--- config.mk ---
export PLATFORM = sky130hd
export DESIGN_NAME = calendar_arith_clock_set
export DESIGN_NICKNAME = d
export VERILOG_FILES = /design/src/rtl/cal_pkg.sv /design/src/rtl/calendar_arith_clock_set.sv
export SDC_FILE = /design/constraint.sdc
export NUM_CORES = 1
export LEC_CHECK = 0
export ABC_AREA = 1
export ABC_CLOCK_PERIOD_IN_PS = 11900
export BUFFER_PORTS_ARGS = -buffer_cell sky130_fd_sc_hd__buf_2
export CAP_MARGIN = 10
export CORE_MARGIN = 2
export CORE_UTILIZATION = 30
export CTS_CLUSTER_DIAMETER = 200
export DETAILED_ROUTE_END_ITERATION = 7
export PLACE_DENSITY_LB_ADDON = 0.05
export SLEW_MARGIN = 10
export SYNTH_ARGS = -nofsm -noshare
export SYNTH_HDL_FRONTEND = slang
export SYNTH_SLANG_ARGS = --single-unit
--- constraint.sdc ---
create_clock -name clk_in -period 11.9 [get_ports clk_in]
set_clock_uncertainty 0.2 [all_clocks]
set_input_delay 1.19 -clock clk_in [delete_from_list [all_inputs] [get_ports clk_in]]
set_output_delay 1.19 -clock clk_in [all_outputs]
set_load 0.02 [all_outputs]
--- src/rtl/cal_pkg.sv ---
// constants, types and helpers for the calendar arithmetic block
// ==========================================================
// Function
// - add operation adds duration, writes result words
// - subtract operation subtracts duration, writes result words
// - calendar words: min/sec, day/hour, year/month
// - error flag set on bad calendar input
// - error flag set on bad duration input
// - zero flag only for zero subtract result
// - adjust loads clock, visible in clock words immediately
// - adjust sets error on out-of-range setting
// - clock word 0: minutes high, seconds low
// - clock word 1: day high, hour low
// - clock word 2: year high, month low
// - clock word 3 low byte: weekday 00..06
// - adjust never checks date exists in calendar
// - clockless variant: adjust errors, fixed clock words
package cal_pkg;

	// ==========================================================
	// register map
	localparam logic [8:0] REG_CAL0     = 9'h000;
	localparam logic [8:0] REG_CAL1     = 9'h001;
	localparam logic [8:0] REG_CAL2     = 9'h002;
	localparam logic [8:0] REG_DUR0     = 9'h003;
	localparam logic [8:0] REG_DUR1     = 9'h004;
	localparam logic [8:0] REG_SET0     = 9'h005;
	localparam logic [8:0] REG_SET1     = 9'h006;
	localparam logic [8:0] REG_SET2     = 9'h007;
	localparam logic [8:0] REG_SET3     = 9'h008;
	localparam logic [8:0] REG_RES0     = 9'h009;
	localparam logic [8:0] REG_RES1     = 9'h00a;
	localparam logic [8:0] REG_RES2     = 9'h00b;
	localparam logic [8:0] REG_CMD      = 9'h00c;
	localparam logic [8:0] REG_FLAGS    = 9'h00d;
	localparam logic [8:0] REG_IRQ_STAT = 9'h00e;
	localparam logic [8:0] REG_IRQ_EN   = 9'h00f;
	localparam logic [8:0] REG_IRQ_CLR  = 9'h010;
	localparam logic [8:0] REG_CLK_MS   = 9'h15f;
	localparam logic [8:0] REG_CLK_DH   = 9'h160;
	localparam logic [8:0] REG_CLK_YM   = 9'h161;
	localparam logic [8:0] REG_CLK_WD   = 9'h162;

	// ==========================================================
	// field positions
	localparam int CMD_ADD  = 0;
	localparam int CMD_SUB  = 1;
	localparam int CMD_ADJ  = 2;
	localparam int IRQ_DONE = 0;
	localparam int IRQ_ERR  = 1;

	// ==========================================================
	// limits, bcd form
	localparam logic [3:0] BCD_DIGIT_MAX = 4'h9;
	localparam logic [7:0] SEC_MAX       = 8'h59;
	localparam logic [7:0] HOUR_MAX      = 8'h23;
	localparam logic [7:0] DAY_MAX       = 8'h31;
	localparam logic [7:0] MON_MAX       = 8'h12;
	localparam logic [7:0] YEAR_MAX      = 8'h99;
	localparam logic [7:0] WDAY_MAX      = 8'h06;

	// ==========================================================
	// binary constants
	localparam logic [7:0]  ONE8         = 8'h01;
	localparam logic [7:0]  DEC_RADIX    = 8'h0a;
	localparam logic [7:0]  SEC_PER_MIN  = 8'h3c;
	localparam logic [15:0] HOUR_PER_DAY = 16'h0018;
	localparam logic [15:0] HOUR_CENT    = 16'h0064;
	localparam logic [7:0]  MON_FEB      = 8'h02;
	localparam logic [7:0]  MON_APR      = 8'h04;
	localparam logic [7:0]  MON_JUN      = 8'h06;
	localparam logic [7:0]  MON_SEP      = 8'h09;
	localparam logic [7:0]  MON_NOV      = 8'h0b;
	localparam logic [7:0]  MON_DEC      = 8'h0c;
	localparam logic [7:0]  YEAR_LAST    = 8'h63;
	localparam logic [7:0]  LEAP_CYCLE   = 8'h04;
	localparam logic [7:0]  DAYS_28      = 8'h1c;
	localparam logic [7:0]  DAYS_29      = 8'h1d;
	localparam logic [7:0]  DAYS_30      = 8'h1e;
	localparam logic [7:0]  DAYS_31      = 8'h1f;

	// ==========================================================
	// types
	typedef logic [15:0] word_t;
	typedef logic [2:0][15:0] cal_words_t;
	typedef logic [3:0][15:0] clk_words_t;

	typedef enum logic [1:0] {FSM_IDLE, FSM_ADD, FSM_SUB} fsm_t;

	typedef struct packed {
		logic       wr;
		logic       rd;
		logic [8:0] addr;
		word_t      wdata;
	} reg_req_t;

	typedef struct packed {
		logic [7:0] year;
		logic [7:0] month;
		logic [7:0] day;
		logic [7:0] hour;
		logic [7:0] min;
		logic [7:0] sec;
	} cal_t;

	typedef struct packed {
		fsm_t             fsm;
		logic             busy;
		cal_words_t       cal;
		logic [1:0][15:0] dur;
		clk_words_t       setw;
		cal_words_t       res;
		clk_words_t       clk;
		cal_t             w;
		logic [15:0]      hacc;
		logic [15:0]      hdebt;
		logic             err;
		logic             zero;
		logic [1:0]       ists;
		logic [1:0]       ien;
		logic             irq;
		word_t            rdata;
	} st_t;

	// 01-01-01 01:01:01, sunday
	localparam clk_words_t CLK_DEFAULT = 64'h0000_0101_0101_0101;
	localparam st_t ST_RESET = '{fsm: FSM_IDLE, clk: CLK_DEFAULT, default: '0};

	// ==========================================================
	// helpers
	function automatic logic bcd_ok(input logic [7:0] b, input logic [7:0] mx);
		return (b[3:0] <= BCD_DIGIT_MAX) && (b[7:4] <= BCD_DIGIT_MAX) && (b <= mx);
	endfunction : bcd_ok

	function automatic logic cal_ok(input cal_words_t c);
		return bcd_ok(c[0][7:0], SEC_MAX) && bcd_ok(c[0][15:8], SEC_MAX)
			&& bcd_ok(c[1][7:0], HOUR_MAX) && bcd_ok(c[1][15:8], DAY_MAX)
			&& (c[1][15:8] != '0) && bcd_ok(c[2][7:0], MON_MAX)
			&& (c[2][7:0] != '0) && bcd_ok(c[2][15:8], YEAR_MAX);
	endfunction : cal_ok

	function automatic logic [7:0] b2i(input logic [7:0] b);
		return 8'(b[7:4]) * DEC_RADIX + 8'(b[3:0]);
	endfunction : b2i

	function automatic logic [7:0] i2b(input logic [7:0] v);
		logic [7:0] q;
		q = v / DEC_RADIX;
		return {q[3:0], 4'(v - q * DEC_RADIX)};
	endfunction : i2b

	function automatic logic [7:0] dim(input logic [7:0] m, input logic [7:0] y);
		if (m == MON_FEB) begin
			return ((y % LEAP_CYCLE) == '0) ? DAYS_29 : DAYS_28;
		end
		if (m == MON_APR || m == MON_JUN || m == MON_SEP || m == MON_NOV) begin
			return DAYS_30;
		end
		return DAYS_31;
	endfunction : dim

endpackage : cal_pkg

--- src/rtl/calendar_arith_clock_set.sv ---
// calendar add/subtract engine and clock-adjust register block
//
// Strobed register access was left to the implementer.
`timescale 1ns/1ps
`default_nettype none

module calendar_arith_clock_set #(
	parameter bit HAS_CLOCK = 1'b1
) (
	input  wire logic              clk_in,
	input  wire logic              sys_rst_in,
	input  wire cal_pkg::reg_req_t reg_req_in,
	output var  cal_pkg::word_t    rdata_out,
	output var  logic              irq_out,
	output var  logic              error_flag_out,
	output var  logic              zero_result_flag_out,
	output var  logic              busy_out
);
	import cal_pkg::*;

	// ==========================================================
	// state
	st_t        st_ff;
	st_t        nxt_st;

	logic       cal_good;
	logic       dur_good;
	logic       set_good;
	logic [15:0] dur_hours;

	logic [7:0] c_sec;
	logic [7:0] c_min;
	logic [7:0] c_hour;
	logic [7:0] d_sec;
	logic [7:0] d_min;

	logic [7:0] a_sec_raw;
	logic [7:0] a_min_raw;
	logic       a_sc;
	logic       a_mc;

	logic       s_bs;
	logic       s_bm;
	logic [7:0] s_need;

	cal_t       inc_w;
	cal_t       dec_w;

	// ==========================================================
	// day stepping
	function automatic cal_t day_inc(input cal_t c);
		cal_t r;
		r = c;
		if (c.day >= dim(c.month, c.year)) begin
			r.day = ONE8;
			if (c.month >= MON_DEC) begin
				r.month = ONE8;
				r.year = (c.year >= YEAR_LAST) ? '0 : c.year + ONE8;
			end else begin
				r.month = c.month + ONE8;
			end
		end else begin
			r.day = c.day + ONE8;
		end
		return r;
	endfunction : day_inc

	function automatic cal_t day_dec(input cal_t c);
		cal_t r;
		r = c;
		if (c.day <= ONE8) begin
			if (c.month <= ONE8) begin
				r.month = MON_DEC;
				r.year = (c.year == '0) ? YEAR_LAST : c.year - ONE8;
			end else begin
				r.month = c.month - ONE8;
			end
			r.day = dim(r.month, r.year);
		end else begin
			r.day = c.day - ONE8;
		end
		return r;
	endfunction : day_dec

	// packs fields back into three bcd words
	function automatic cal_words_t pack_cal(input cal_t c);
		return {{i2b(c.year), i2b(c.month)},
			{i2b(c.day), i2b(c.hour)},
			{i2b(c.min), i2b(c.sec)}};
	endfunction : pack_cal

	// ==========================================================
	// operand checks
	assign cal_good = cal_ok(st_ff.cal);
	assign dur_good = bcd_ok(st_ff.dur[0][7:0], SEC_MAX)
		&& bcd_ok(st_ff.dur[0][15:8], SEC_MAX)
		&& bcd_ok(st_ff.dur[1][7:0], YEAR_MAX)
		&& bcd_ok(st_ff.dur[1][15:8], YEAR_MAX);
	// no days-in-month check here
	assign set_good = cal_ok(st_ff.setw[2:0])
		&& bcd_ok(st_ff.setw[3][7:0], WDAY_MAX);

	// ==========================================================
	// start-of-operation arithmetic
	assign c_sec = b2i(st_ff.cal[0][7:0]);
	assign c_min = b2i(st_ff.cal[0][15:8]);
	assign c_hour = b2i(st_ff.cal[1][7:0]);
	assign d_sec = b2i(st_ff.dur[0][7:0]);
	assign d_min = b2i(st_ff.dur[0][15:8]);
	assign dur_hours = 16'(b2i(st_ff.dur[1][15:8])) * HOUR_CENT
		+ 16'(b2i(st_ff.dur[1][7:0]));

	assign a_sec_raw = c_sec + d_sec;
	assign a_sc = a_sec_raw >= SEC_PER_MIN;
	assign a_min_raw = c_min + d_min + 8'(a_sc);
	assign a_mc = a_min_raw >= SEC_PER_MIN;

	assign s_bs = c_sec < d_sec;
	assign s_need = d_min + 8'(s_bs);
	assign s_bm = c_min < s_need;

	assign inc_w = day_inc(st_ff.w);
	assign dec_w = day_dec(st_ff.w);

	// ==========================================================
	// next state
	always_comb begin
		logic [1:0] ev;
		logic [1:0] clr;
		cal_t       fin;
		ev = '0;
		clr = '0;
		fin = st_ff.w;
		nxt_st = st_ff;
		nxt_st.rdata = '0;

		// register reads, data in the next cycle
		if (reg_req_in.rd) begin
			case (reg_req_in.addr)
				REG_CAL0:     nxt_st.rdata = st_ff.cal[0];
				REG_CAL1:     nxt_st.rdata = st_ff.cal[1];
				REG_CAL2:     nxt_st.rdata = st_ff.cal[2];
				REG_DUR0:     nxt_st.rdata = st_ff.dur[0];
				REG_DUR1:     nxt_st.rdata = st_ff.dur[1];
				REG_SET0:     nxt_st.rdata = st_ff.setw[0];
				REG_SET1:     nxt_st.rdata = st_ff.setw[1];
				REG_SET2:     nxt_st.rdata = st_ff.setw[2];
				REG_SET3:     nxt_st.rdata = st_ff.setw[3];
				REG_RES0:     nxt_st.rdata = st_ff.res[0];
				REG_RES1:     nxt_st.rdata = st_ff.res[1];
				REG_RES2:     nxt_st.rdata = st_ff.res[2];
				REG_FLAGS:    nxt_st.rdata = {13'h0000, st_ff.busy, st_ff.zero, st_ff.err};
				REG_IRQ_STAT: nxt_st.rdata = {14'h0000, st_ff.ists};
				REG_IRQ_EN:   nxt_st.rdata = {14'h0000, st_ff.ien};
				REG_CLK_MS:   nxt_st.rdata = st_ff.clk[0];
				REG_CLK_DH:   nxt_st.rdata = st_ff.clk[1];
				REG_CLK_YM:   nxt_st.rdata = st_ff.clk[2];
				REG_CLK_WD:   nxt_st.rdata = st_ff.clk[3];
				default:      nxt_st.rdata = '0;
			endcase
		end

		// register writes and commands
		if (reg_req_in.wr) begin
			case (reg_req_in.addr)
				REG_CAL0: nxt_st.cal[0] = reg_req_in.wdata;
				REG_CAL1: nxt_st.cal[1] = reg_req_in.wdata;
				REG_CAL2: nxt_st.cal[2] = reg_req_in.wdata;
				REG_DUR0: nxt_st.dur[0] = reg_req_in.wdata;
				REG_DUR1: nxt_st.dur[1] = reg_req_in.wdata;
				REG_SET0: nxt_st.setw[0] = reg_req_in.wdata;
				REG_SET1: nxt_st.setw[1] = reg_req_in.wdata;
				REG_SET2: nxt_st.setw[2] = reg_req_in.wdata;
				REG_SET3: nxt_st.setw[3] = reg_req_in.wdata;
				REG_IRQ_EN: nxt_st.ien = reg_req_in.wdata[1:0];
				REG_IRQ_CLR: clr = reg_req_in.wdata[1:0];
				REG_CMD: begin
					if (st_ff.fsm == FSM_IDLE) begin
						if (reg_req_in.wdata[CMD_ADD] || reg_req_in.wdata[CMD_SUB]) begin
							nxt_st.zero = 1'b0;
							if (!cal_good || !dur_good) begin
								nxt_st.err = 1'b1;
								ev = 2'h3;
							end else begin
								nxt_st.err = 1'b0;
								nxt_st.w.year = b2i(st_ff.cal[2][15:8]);
								nxt_st.w.month = b2i(st_ff.cal[2][7:0]);
								nxt_st.w.day = b2i(st_ff.cal[1][15:8]);
								nxt_st.w.hour = '0;
								if (reg_req_in.wdata[CMD_ADD]) begin
									nxt_st.fsm = FSM_ADD;
									nxt_st.w.sec = a_sc ? a_sec_raw - SEC_PER_MIN : a_sec_raw;
									nxt_st.w.min = a_mc ? a_min_raw - SEC_PER_MIN : a_min_raw;
									nxt_st.hacc = 16'(c_hour) + dur_hours + 16'(a_mc);
									nxt_st.hdebt = '0;
								end else begin
									nxt_st.fsm = FSM_SUB;
									nxt_st.w.sec = s_bs ? c_sec + SEC_PER_MIN - d_sec : c_sec - d_sec;
									nxt_st.w.min = s_bm ? c_min + SEC_PER_MIN - s_need : c_min - s_need;
									nxt_st.hacc = 16'(c_hour);
									nxt_st.hdebt = dur_hours + 16'(s_bm);
								end
							end
						end else if (reg_req_in.wdata[CMD_ADJ]) begin
							nxt_st.zero = 1'b0;
							if (!HAS_CLOCK || !set_good) begin
								nxt_st.err = 1'b1;
								ev = 2'h3;
							end else begin
								nxt_st.err = 1'b0;
								nxt_st.clk = st_ff.setw;
								ev[IRQ_DONE] = 1'b1;
							end
						end
					end
				end
				default: ;
			endcase
		end

		// day-by-day carry and borrow of whole hours
		case (st_ff.fsm)
			FSM_ADD: begin
				if (st_ff.hacc >= HOUR_PER_DAY) begin
					nxt_st.hacc = st_ff.hacc - HOUR_PER_DAY;
					nxt_st.w = inc_w;
				end else begin
					fin.hour = st_ff.hacc[7:0];
					nxt_st.res = pack_cal(fin);
					nxt_st.zero = 1'b0;
					nxt_st.fsm = FSM_IDLE;
					ev[IRQ_DONE] = 1'b1;
				end
			end
			FSM_SUB: begin
				if (st_ff.hacc >= st_ff.hdebt) begin
					fin.hour = 8'(st_ff.hacc - st_ff.hdebt);
					nxt_st.res = pack_cal(fin);
					nxt_st.zero = (pack_cal(fin) == '0);
					nxt_st.fsm = FSM_IDLE;
					ev[IRQ_DONE] = 1'b1;
				end else begin
					nxt_st.hacc = st_ff.hacc + HOUR_PER_DAY;
					nxt_st.w = dec_w;
				end
			end
			default: ;
		endcase

		// clockless variant keeps fixed clock words
		if (!HAS_CLOCK) begin
			nxt_st.clk = CLK_DEFAULT;
		end

		// sticky status, set wins over clear
		nxt_st.ists = (st_ff.ists & ~clr) | ev;
		nxt_st.irq = |(nxt_st.ists & nxt_st.ien);
		nxt_st.busy = (nxt_st.fsm != FSM_IDLE);
	end

	// ==========================================================
	// registers
	always_ff @(posedge clk_in) begin
		if (sys_rst_in) begin
			st_ff <= ST_RESET;
		end else begin
			st_ff <= nxt_st;
		end
	end

	assign rdata_out = st_ff.rdata;
	assign irq_out = st_ff.irq;
	assign error_flag_out = st_ff.err;
	assign zero_result_flag_out = st_ff.zero;
	assign busy_out = st_ff.busy;

	// ==========================================================
	// checks
	localparam int MAX_OP = 500;

	clk_words_t clk_w;
	clk_words_t set_w;
	cal_words_t res_w;
	logic       clk_good;
	logic       sub_run;

	assign clk_w = st_ff.clk;
	assign set_w = st_ff.setw;
	assign res_w = st_ff.res;
	assign clk_good = cal_ok(st_ff.clk[2:0]) && bcd_ok(st_ff.clk[3][7:0], WDAY_MAX);
	assign sub_run = (st_ff.fsm == FSM_SUB);
endmodule : calendar_arith_clock_set

`default_nettype wire

==> out/metrics.csv <==
metric,value,unit
status,finished clean,
ant_nets,0,
synth.largest_area_cell,dfxtp_1,
drc,0,
worst_ep_arrival_time,8.74,ns
synth.avg_cell_area,6.97,µm²
cp_top_family,adder cells,
hpwlAfterDp,86600,µm
grt_overflow,0,
synthCells,3805,
yosysWarnings,0,
ir_worst_vdd,0.110,mV
syn_nets,4100,
min_period_over_period,70.9,%
min_path_type,reg -> reg,
ys_top_cells_by_area,"dfxtp_1 (27%), ha_1 (10%), inv_1 (8.3%)",
syn2layout_area_growth,10.7,%
vias_per_cell,5.16,
post_cts_resized,0,
start_util,30.2,%
setup_viol,0,
crit_path_top_delay_cell,fa_1,
core,88000,µm²
synth_edf_count,0,
switching_share,25.3,%
cts.sinks,354,
grt_max_degree,93,
synth-seq-area-share,26.7,%
fin_nets,4081,
instances_no_fill,4987,
wl_met3,5310,µm
min_period,8.44,ns
clk_pin_slew_worst_paths,0.06,ns
clkPwrFrac,53.2,%
vias,25700,
cts.path.max_buffers,3,
critPathLaunchType,flip-flop,
wl_per_cell,22.5,µm
syn_area,26500,µm²
ys_ff_latch,354,
stdcell_area,29400,µm²
ys_types,72,
slew_viol_final,0,
io_buffers,48,
dr.pass1.iters,6,
p_seq_share,43.7,%
highest_layer,met5,
p_sw,688,µW
required,12.20,ns
power_leakage,13.1,nW
p_per_area,92.5,nW/µm²
p_int,2.03,mW
path_buf_inv,7,
synth_ff_type,dfxtp_1,
cts_hold_buf,0,
rows,109,
wl_met1,54300,µm
max-cap-violations,0,
synthArstFlopShare,0,%
max_slew.worst_pin.slew,1.16,ns
drt-initial-drc-count,2174,
drive_above_1_share,6.99,%
wl_met2,49700,µm
htree_levels,2,
end_kind,flip-flop,
placed_cells,4903,
antenna_found_initial,3,
cpPeakStageDelay,0.52,ns
die_area,90800,µm²
hold_viol,0,
die_x,301,µm
io_pins,49,
p_comb_share,3.2,%
pre_cts_slack,3.56,ns
die_h,301,µm
critPathMaxFanout,8,
dpl_cell_area,27800,µm²
cpMostUsedCell,nand2_1,
synth.top_cell.area_share,26.7,%
fin_setup_tns,0,ns
grt_pass1_vias,24600,
nFillCells,9709,
cts_setup_buffers,0,
cts_made_buffers,46,
insertion_delay,0.62,ns
slew_headroom,22.6,%
fmax,118,MHz
track_usage,24.4,%
critPathKind,reg -> reg,
grt_pass1_wl,166000,µm
ctsRootBufferMaster,clkbuf_16,
place.gp.congestion,0.897,
diodes,0,
tritoncts,built,
rsz0062_at_grt,no,
setup_ws,3.46,ns
drt_wl_total,112000,µm
-- layer usage --
| layer | vias to the layer above | global-route usage (%) |
|---|---|---|
| met1 | 12200 | 34.9 |
| met2 | 635 | 38.6 |
| met4 | 2 | 6.05 |
| li1 | 12700 | - |
| met5 | - | 0 |
| met3 | 138 | 2.95 |
-- synth_stat cells, types with 12 or more instances --
cell,instances
nand2_2,29
a31oi_1,20
a21oi_1,338
o22ai_1,74
inv_2,22
inv_1,585
nor3_1,39
nand3b_1,12
o211ai_1,26
buf_4,17
fa_1,45
nor2_1,303
clkbuf_1,113
nand4_1,38
a211oi_1,21
a41oi_1,13
a221oi_1,70
xor2_1,126
dfxtp_1,354
ha_1,221
nand3_1,198
nor4_1,19
xnor2_1,34
o21ai_0,354
nand2_1,564
-- flip-flops by register name, indices dropped and copies added, names as in the netlist --
register and cells:
st_ff 142, error_flag_out 1, busy_out 1, zero_result_flag_out 1
irq_out 1, clk_w 64, set_w 64, rdata_out 16
dec_w 16, res_w 48
-- cell type report --
cell class                      instances  area [µm²]  area share (%)
Tap cell                             1165        1460            4.96
Inverter                              617        2320            7.91
Timing Repair Buffer                   85         520            1.77
Clock inverter                         19         219           0.745
Clock buffer                           65        1320            4.50
Sequential cell                       354        7090            24.1
Multi-Input combinational cell       2682       16500            56.0
-- kinds of logic (layout without fill, tap and decap cells) --
kind of cell	Yosys count	after routing	share of synthesized area, %
xor gates and xnor gates	160	160	5.28
buffers and inverters	769	786	11.3
muxes	1	1	0.0377
DFF	354	354	26.7
and+or+nand+nor	1251	1251	20.6
AOI/OAI and AO/OA	1004	1004	22.2
adders and majority gates	266	266	13.8
-- through the flow --
stage | power, mW | hold WS (ns) | util (%)
2_1_floorplan | 1.26 | 0.235 | -
3_3_place_gp | 1.30 | 0.247 | 31.7
3_5_place_dp | 1.30 | 0.249 | 31.7
4_1_cts | 2.74 | 0.259 | 33.4
5_1_grt | 2.79 | 0.280 | 33.4
6_report | 2.72 | 0.256 | 33.4
-- power groups by stage --
stage / registers (mW) / logic [mW] / clock network (mW)
final: 1.19 / 0.0857 / 1.45
after CTS: 1.19 / 0.0852 / 1.47
after floorplan: 1.21 / 0.0433 / 0
after global placement: 1.21 / 0.0857 / 0
after detailed placement: 1.21 / 0.0853 / 0
after global routing: 1.19 / 0.0922 / 1.52
-- worst register-to-register path: cells and delay by family, from the launching register on --
family,cells,cell delay [ns]
AO/OA/AOI/OAI,5,0.86
adder cells (fa/ha/maj),9,3.39
flip-flops,1,0.48
buffers and inverters,7,0.63
XOR/XNOR,3,0.70
AND/OR/NAND/NOR,16,2.09
-- layout by cell type (no fill, tap or decap), types with 21 or more instances in the layout --
cell       instances
fa_1              45
nand2_1          564
a221oi_1          70
o21ai_0          354
inv_1            585
a211oi_1          21
clkbuf_16         46
nand2_2           29
o22ai_1           74
xor2_1           126
nor2_1           299
ha_1             221
buf_4             38
xnor2_1           34
a21oi_1          338
o211ai_1          26
nor3_1            39
nand4_1           38
inv_2             23
dfxtp_1          354
nand3_1          198
buf_2             47
-- worst paths after layout --
check	from	depth (start not counted)	slack [ns]	endpoint
max	st_ff[286]	40	3.46	st_ff[53]
min	clk_w[23]	2	0.26	clk_w[23]
max reg2reg	st_ff[286]	40	3.46	st_ff[53]
min reg2reg	clk_w[23]	2	0.26	clk_w[23]
Power figures use the tool's default switching activity.
